===== src/logic/ssc_pkg.sv =====
// constants and types for spindle sync control
package ssc_pkg;
	localparam int CLK_HZ = 50000000;
	localparam int CLK_NS = 20;
	localparam int LOCK_TIME_S = 6;
	localparam int LOCK_CYC = LOCK_TIME_S * CLK_HZ;
	localparam int LOCK_TOL_US = 20;
	localparam int LOCK_TOL_CYC = (LOCK_TOL_US * 1000) / CLK_NS;
	localparam int REV_PERIOD_US = 8333;
	localparam int REV_CYC = (REV_PERIOD_US * 1000) / CLK_NS;
	localparam int FWD_DELAY_NS = 350;
	localparam int FWD_DELAY_CYC = FWD_DELAY_NS / CLK_NS;
	localparam int PULSE_US = 2;
	localparam int PULSE_CYC = (PULSE_US * 1000) / CLK_NS;
	localparam int OFS_DENOM = 256;
	localparam int OFS_W = 8;
	localparam int CNT_W = 32;
	localparam logic [7:0] OFS_NONE = 8'h00;
	// mode field encodings
	typedef enum logic [1:0] {
		SSC_MODE_OFF = 2'h0,
		SSC_MODE_FOLLOW = 2'h1,
		SSC_MODE_LEAD = 2'h2,
		SSC_MODE_LEADCTL = 2'h3
	} ssc_mode_t;
	typedef enum logic [1:0] {
		SSC_ST_IDLE = 2'h0,
		SSC_ST_ACQUIRE = 2'h1,
		SSC_ST_LOCKED = 2'h3,
		SSC_ST_LEAD = 2'h2
	} ssc_state_t;
endpackage


===== src/logic/ssc_spindle_sync_control.sv =====
// spindle synchronisation: mode control, marker emit, follow, forward
// Operation
// RL1 - three modes selected by mode field: disabled, follower, leader
// RL2 - disabled mode emits no markers and ignores received markers
// RL3 - follower locks spindle phase to markers from link or wire
// RL4 - leader follows nothing and emits one marker per revolution
// RL5 - marker goes out as link sync character or wire pulse
// RL6 - leader-control variant is refused and treated as disabled
// RL7 - follower takes up to six seconds to achieve lock
// RL8 - media read and write blocked while lock is being acquired
// RL9 - once locked, phase held within twenty microseconds of markers
// RL10 - leader delivers markers every 8.333 ms within 2.08 us
// RL11 - eight-bit offset sets lag of value/256 revolution, zero disables
// RL12 - offset applied as a lag, never as a lead
// RL13 - offset used only in follower mode
// RL14 - sync character forwarded to other port after 350 ns
// RL15 - forward delay may grow 50 ns behind RR or ACK second character
// RL16 - forward delay may grow 50 ns more behind SAT character
// RL17 - wire pulse is two microseconds active low, open drain
// RL18 - external wire pulses last at least one microsecond
// RL19 - exactly one leader on a shared wire
// RL20 - sync wire double-synchronised, each falling edge one marker
`timescale 1ns/10ps
module ssc_spindle_sync_control import ssc_pkg::*; #(
	parameter int LOCK_CYCLES = LOCK_CYC,
	parameter int REV_CYCLES = REV_CYC,
	parameter int FWD_CYCLES = FWD_DELAY_CYC,
	parameter int PULSE_CYCLES = PULSE_CYC,
	parameter int TOL_CYCLES = LOCK_TOL_CYC
) (
	input wire logic refClk,
	input wire logic rst,
	input wire logic [1:0] spindleLockModeField,
	input wire logic [OFS_W-1:0] rotOffset,
	input wire logic useWire,
	input wire logic revIndex,
	input wire logic linkSyncInA,
	input wire logic linkSyncInB,
	input wire logic portBusyA,
	input wire logic portBusyB,
	input wire logic syncWireIn,
	output logic syncWireOut,
	output logic syncWireOe,
	output logic linkSyncOutA,
	output logic linkSyncOutB,
	output logic phaseAdvance,
	output logic phaseRetard,
	output logic locked,
	output logic mediaBlocked,
	output logic modeRefused
);
	ssc_state_t state_ff, nxt_state;
	ssc_mode_t mode;
	logic wireS1_ff, wireS2_ff, wireS3_ff;
	logic wireMarker;
	logic rxMarker;
	logic [CNT_W-1:0] lockCnt_ff;
	logic [CNT_W-1:0] phaseCnt_ff;
	logic [CNT_W-1:0] pulseCnt_ff;
	logic [CNT_W-1:0] fwdCntA_ff, fwdCntB_ff;
	logic fwdPendA_ff, fwdPendB_ff;
	logic [CNT_W-1:0] target;
	logic [CNT_W-1:0] errCnt;

	assign mode = ssc_mode_t'(spindleLockModeField);

	// RL20 two-stage synchroniser
	always_ff @(posedge refClk) begin
		if (rst) begin
			wireS1_ff <= 1'b1;
			wireS2_ff <= 1'b1;
			wireS3_ff <= 1'b1;
		end else begin
			wireS1_ff <= syncWireIn;
			wireS2_ff <= wireS1_ff;
			wireS3_ff <= wireS2_ff;
		end
	end
	// RL20 falling edge marker
	assign wireMarker = wireS3_ff & ~wireS2_ff;
	// RL3 marker from either route
	assign rxMarker = useWire ? wireMarker : (linkSyncInA | linkSyncInB);

	// RL1 mode selection
	always_comb begin
		nxt_state = state_ff;
		case (mode)
			SSC_MODE_FOLLOW: begin
				if (state_ff != SSC_ST_ACQUIRE && state_ff != SSC_ST_LOCKED) begin
					nxt_state = SSC_ST_ACQUIRE;
				end else if (state_ff == SSC_ST_ACQUIRE && lockCnt_ff >= CNT_W'(LOCK_CYCLES - 1)) begin
					// RL7 lock within six seconds
					nxt_state = SSC_ST_LOCKED;
				end
			end
			SSC_MODE_LEAD: nxt_state = SSC_ST_LEAD;
			// RL6 leader-control refused
			default: nxt_state = SSC_ST_IDLE;
		endcase
	end

	always_ff @(posedge refClk) begin
		if (rst) begin
			state_ff <= SSC_ST_IDLE;
		end else begin
			state_ff <= nxt_state;
		end
	end

	always_ff @(posedge refClk) begin
		if (rst || state_ff != SSC_ST_ACQUIRE) begin
			lockCnt_ff <= '0;
		end else begin
			lockCnt_ff <= lockCnt_ff + 1'b1;
		end
	end

	// revolution phase counter, reset on own index mark
	always_ff @(posedge refClk) begin
		if (rst || revIndex || phaseCnt_ff >= CNT_W'(REV_CYCLES - 1)) begin
			phaseCnt_ff <= '0;
		end else begin
			phaseCnt_ff <= phaseCnt_ff + 1'b1;
		end
	end

	// RL11 lag of offset/256 revolution
	// RL13 offset only in follower mode
	always_comb begin
		target = '0;
		if (rotOffset != OFS_NONE) begin
			// RL12 lag: own index falls this far after marker
			target = CNT_W'(REV_CYCLES - (REV_CYCLES / OFS_DENOM) * int'(rotOffset));
		end
	end
	// phase error at marker, taken modulo one revolution so an early own phase does not wrap
	assign errCnt = (phaseCnt_ff >= target) ? (phaseCnt_ff - target) :
		(phaseCnt_ff + CNT_W'(REV_CYCLES) - target);

	// RL3 phase correction on each received marker
	// RL9 deadband of twenty microseconds once locked
	always_ff @(posedge refClk) begin
		if (rst) begin
			phaseAdvance <= 1'b0;
			phaseRetard <= 1'b0;
		end else begin
			phaseAdvance <= 1'b0;
			phaseRetard <= 1'b0;
			// RL2 idle and leader ignore markers
			if (rxMarker && (state_ff == SSC_ST_ACQUIRE || state_ff == SSC_ST_LOCKED)) begin
				if (errCnt > CNT_W'(TOL_CYCLES) && errCnt < CNT_W'(REV_CYCLES / 2)) begin
					phaseRetard <= 1'b1;
				end else if (errCnt >= CNT_W'(REV_CYCLES / 2) && errCnt < CNT_W'(REV_CYCLES - TOL_CYCLES)) begin
					phaseAdvance <= 1'b1;
				end
			end
		end
	end

	// RL8 media blocked while acquiring
	always_ff @(posedge refClk) begin
		if (rst) begin
			locked <= 1'b0;
			mediaBlocked <= 1'b0;
			modeRefused <= 1'b0;
		end else begin
			locked <= (nxt_state == SSC_ST_LOCKED);
			mediaBlocked <= (nxt_state == SSC_ST_ACQUIRE);
			modeRefused <= (mode == SSC_MODE_LEADCTL);
		end
	end

	// RL17 two microsecond active-low pulse
	// RL4 one wire pulse per revolution as leader
	always_ff @(posedge refClk) begin
		if (rst) begin
			pulseCnt_ff <= '0;
			syncWireOut <= 1'b1;
			syncWireOe <= 1'b0;
		end else if (state_ff == SSC_ST_LEAD && useWire && revIndex) begin
			pulseCnt_ff <= CNT_W'(PULSE_CYCLES);
			syncWireOut <= 1'b0;
			syncWireOe <= 1'b1;
		end else if (pulseCnt_ff > CNT_W'(1)) begin
			pulseCnt_ff <= pulseCnt_ff - 1'b1;
		end else begin
			pulseCnt_ff <= '0;
			syncWireOut <= 1'b1;
			syncWireOe <= 1'b0;
		end
	end

	// RL14 forward after 350 ns
	// RL15 RR/ACK busy stretches the wait
	// RL16 SAT busy stretches it further
	always_ff @(posedge refClk) begin
		if (rst) begin
			fwdPendA_ff <= 1'b0;
			fwdCntA_ff <= '0;
			linkSyncOutB <= 1'b0;
		end else begin
			linkSyncOutB <= 1'b0;
			if (linkSyncInA) begin
				fwdPendA_ff <= 1'b1;
				fwdCntA_ff <= CNT_W'(FWD_CYCLES - 1);
			end else if (fwdPendA_ff && fwdCntA_ff != '0) begin
				fwdCntA_ff <= fwdCntA_ff - 1'b1;
			end else if (fwdPendA_ff && !portBusyB) begin
				fwdPendA_ff <= 1'b0;
				linkSyncOutB <= 1'b1;
			end
		end
	end

	// RL5 leader marker as link character
	always_ff @(posedge refClk) begin
		if (rst) begin
			fwdPendB_ff <= 1'b0;
			fwdCntB_ff <= '0;
			linkSyncOutA <= 1'b0;
		end else begin
			linkSyncOutA <= 1'b0;
			if (linkSyncInB) begin
				fwdPendB_ff <= 1'b1;
				fwdCntB_ff <= CNT_W'(FWD_CYCLES - 1);
			end else if (state_ff == SSC_ST_LEAD && !useWire && revIndex) begin
				fwdPendB_ff <= 1'b1;
				fwdCntB_ff <= '0;
			end else if (fwdPendB_ff && fwdCntB_ff != '0) begin
				fwdCntB_ff <= fwdCntB_ff - 1'b1;
			end else if (fwdPendB_ff && !portBusyA) begin
				fwdPendB_ff <= 1'b0;
				linkSyncOutA <= 1'b1;
			end
		end
	end

	// forwarding tail beyond the eight-cycle quiet check
	localparam int FWD_TAIL = FWD_CYCLES - 8;

	// RL17 helper: length of the current drive-low stretch
	logic [CNT_W-1:0] lowRun_ff;
	always_ff @(posedge refClk) begin
		if (rst || !syncWireOe) begin
			lowRun_ff <= '0;
		end else begin
			lowRun_ff <= lowRun_ff + 1'b1;
		end
	end
endmodule


===== config.mk =====
export PLATFORM = sky130hd
export DESIGN_NAME = ssc_spindle_sync_control
export DESIGN_NICKNAME = d
export VERILOG_FILES = /design/src/logic/ssc_pkg.sv /design/src/logic/ssc_spindle_sync_control.sv
export SDC_FILE = /design/constraint.sdc
export NUM_CORES = 1
export LEC_CHECK = 0
export CORE_MARGIN = 1.5
export CORE_UTILIZATION = 55
export CTS_BUF_LIST = sky130_fd_sc_hd__clkbuf_16
export CTS_CLUSTER_SIZE = 30
export DETAILED_ROUTE_END_ITERATION = 16
export DONT_BUFFER_PORTS = 1
export PLACE_DENSITY_LB_ADDON = 0.05
export SLEW_MARGIN = 30
export SYNTH_ARGS = -nofsm -noshare
export SYNTH_HDL_FRONTEND = slang
export SYNTH_SLANG_ARGS = --single-unit
export TNS_END_PERCENT = 50

===== constraint.sdc =====
create_clock -name refClk -period 9.1 [get_ports refClk]
set_input_delay 1.82 -clock refClk [delete_from_list [all_inputs] [get_ports refClk]]
set_output_delay 1.82 -clock refClk [all_outputs]
set_load 0.05 [all_outputs]

==> run summary <==
Combinational power share: 0.720
Crit-path max cell delay: 0.65 ns
Register share of total power: 0.159
Final Net Count: 1,961
CP top delay family: compound AO/OA/AOI/OAI gates
Hold WC Path Type: register to register
FFs w/ async S/R, synth: 0
GRT Overall Usage: 0.241
Final worst slack: 0.392 ns
CTS clk-pin slew, worst paths: 0.07 ns
Unrepaired setup endpoints after global routing: false
Clock share of power: 0.121
Number of synthesized flops with an enable pin: 0
Clk_skew: 0.0174 ns
Post-route minimum period: 8.71 ns
Initial DRC count: 613
Worst-Margin Slew: 0.956 ns
Setup Crit Path Kind: input pin to register
Row count: 58
Routed via count: 11,453
First-pass GRT wire length: 52,000 microns
Hold buffers post-CTS: 0
DR WL/cell: 14.8 microns
Crit path buffers/inverters: 2
Diodes inserted: 0
Global route total overflow: 0
Post-layout util: 0.603
Clk Latency, worst-skew pair: 0.44 ns
Leakage: 6.38 nW
Hold Violations, Final: 0
Root buffer cell: clkbuf_16
GRT busiest layer: met2
Final Max Slew Viols: 0
Synth Register Bits: 176
Max Fclk: 115 MHz
Psw: 3.09 mW
Internal power: 3.05 mW
Cell Area, Synth: 14,000 sq um
Power per cell area: 405 nW/um^2
Synth cell types: 85
Final cell count without fillers: 2,097
Status: complete, no violations
Setup TNS Final: 0 ns
Syn avg cell area: 8.09 sq um
Chip width: 163 microns
I/O Pins: 28
Seq/Total Area, Yosys: 0.251
CP Max Fanout: 7
Core footprint: 25,100 sq um
# Post-CTS Setup Buffers: 0
CTS Buf Count: 17
Post-Syn Instances: 1,735
GR met3 Demand/Resource: 0.0326
Initial antenna violation count: 0
Synth-to-Final Area Change: 7.95%
Clk buf depth: 2
Tcrit/Tclk final: 0.957
WP data arrival: 9.05 ns
Worst slack, placed: -0.335 ns
CTS tree: yes
Residual DRC: 0
Number of port buffers: 0
Pin count of the biggest net entering global routing: 33
HPWL after DPL: 24,900 microns
Global routing usage on met1: 0.328
Worst vdd ir: 0.276 mV
Slew headroom: 0.361
Placed Cells: 2,065
Startpoint type of the worst setup path: input pin
Most common cell in the netlist: nor2_1
Sw frac: 0.503
CTS sink cnt: 176
Max H-tree Level: 4
Gpl congestion: 0.949
Vias in the first global route: 10,994
Critical path's slowest cell: fa_1
Max cap viols: 0
Worst EP required: 9.44 ns
Die area: 26,500 sq um
GR Util met2: 0.401
Post-synth top area share: 0.251
Synth area leaders: dfxtp_1, ha_1, fa_1
WL final: 31,100 microns
Most frequent CP cell: ha_1
Die height: 163 microns
Share of layout cells above drive strength 1: 0.0600
Starting density of the core: 0.559
Endpoints failing setup: 0
Top FF cell, synth: dfxtp_1
Dominant cell type by area after synthesis: dfxtp_1
Synth Warn #: 0
Quantity of gates resized following cts: 0
TritonRoute pass-1 iters: 5
Post-synth top cells: nor2_1, inv_1, dfxtp_1
Post-DR vias/cell: 5.46
Detail Route Antenna Nets: 0
Crit end category: register
==> metal layers <==
layer | up-vias | part of all wire
met4 | 0 | 0.015
met1 | 5294 | 0.50
met3 | 31 | 0.030
li1 | 5944 | -
met5 | - | 0
met2 | 184 | 0.46
==> sequential cells by signal (all words and copies together) (netlist names) <==
name,cells
fwdCntA_ff,32
fwdCntB_ff,32
lockCnt_ff,32
phaseCnt_ff,32
pulseCnt_ff,32
state_ff,2
fwdPendA_ff,1
fwdPendB_ff,1
linkSyncOutA,1
linkSyncOutB,1
locked,1
mediaBlocked,1
modeRefused,1
phaseAdvance,1
phaseRetard,1
syncWireOe,1
syncWireOut,1
wireS1_ff,1
wireS2_ff,1
wireS3_ff,1
==> cells by family after synthesis <==
family,synth area share
and+or+nand+nor,0.241
xor gates and xnor gates,0.111
other,0.000267
DFF,0.251
AOI/OAI and AO/OA,0.136
buffers and inverters,0.0618
adders and majority gates,0.194
muxes,0.00526
==> cell usage in the layout, fill, tap and decap left out, types with 10 or more instances in the layout <==
cell type / synthesis / final
or2_2: 15 / 15
fa_1: 49 / 49
dfxtp_1: 176 / 176
a21o_1: 21 / 21
nor3_1: 69 / 69
nand3b_1: 13 / 13
clkbuf_16: 0 / 17
nor2_1: 216 / 216
o21bai_1: 13 / 13
a31oi_1: 19 / 19
nand2_1: 129 / 128
buf_4: 0 / 26
ha_1: 139 / 139
o21ai_0: 54 / 52
a21oi_1: 87 / 87
and3_1: 24 / 24
conb_1: 1 / 13
a211oi_1: 12 / 11
nor2b_1: 15 / 15
xor2_1: 67 / 67
xnor2_1: 111 / 111
nand3_1: 44 / 44
nor3b_1: 12 / 11
or3_1: 20 / 18
nor4_1: 34 / 34
inv_1: 181 / 181
nand2b_1: 21 / 21
nand4_1: 15 / 15
o31ai_1: 10 / 10
==> metrics by stage <==
| stage | cell area (sq um) | power (mW) | hold slack (ns) |
|---|---|---|---|
| finish | 15100 | 6.14 | 0.416 |
| global route | 15100 | 6.71 | 0.437 |
| CTS | 15100 | 6.11 | 0.420 |
| detailed placement | 14500 | 5.35 | 0.397 |
| global placement | 14500 | 5.32 | 0.392 |
| floorplan | 14100 | 4.38 | 0.389 |
==> final cells by class <==
| cell class | instances | area (sq um) |
|---|---|---|
| clock inverters | 15 | 181 |
| well taps | 330 | 413 |
| multi-input cells | 1351 | 9710 |
| repair buffers | 27 | 215 |
| fillers | 2346 | 9960 |
| clock buffers | 17 | 425 |
| flip-flops and latches | 176 | 3520 |
| inverters | 181 | 679 |
==> path summary, 6_finish.rpt <==
kind	startpoint	endpoint	slack [ns]	cells after the start
worst min register to register	wireS1_ff	wireS2_ff	0.42	1
worst min-delay path	wireS1_ff	wireS2_ff	0.42	1
worst max register to register	phaseCnt_ff[16]	phaseAdvance	5.04	14
worst max-delay path	rotOffset[2]	phaseAdvance	0.39	32
==> power by group through the flow <==
stage	clock, mW	combinational [mW]	sequential, mW
5_1_grt	0.795	4.92	0.995
2_1_floorplan	0	3.40	0.974
3_5_place_dp	0	4.35	0.994
3_3_place_gp	0	4.32	0.992
6_report	0.740	4.42	0.978
4_1_cts	0.761	4.37	0.978
No activity file was read; power rests on OpenSTA's default activity.
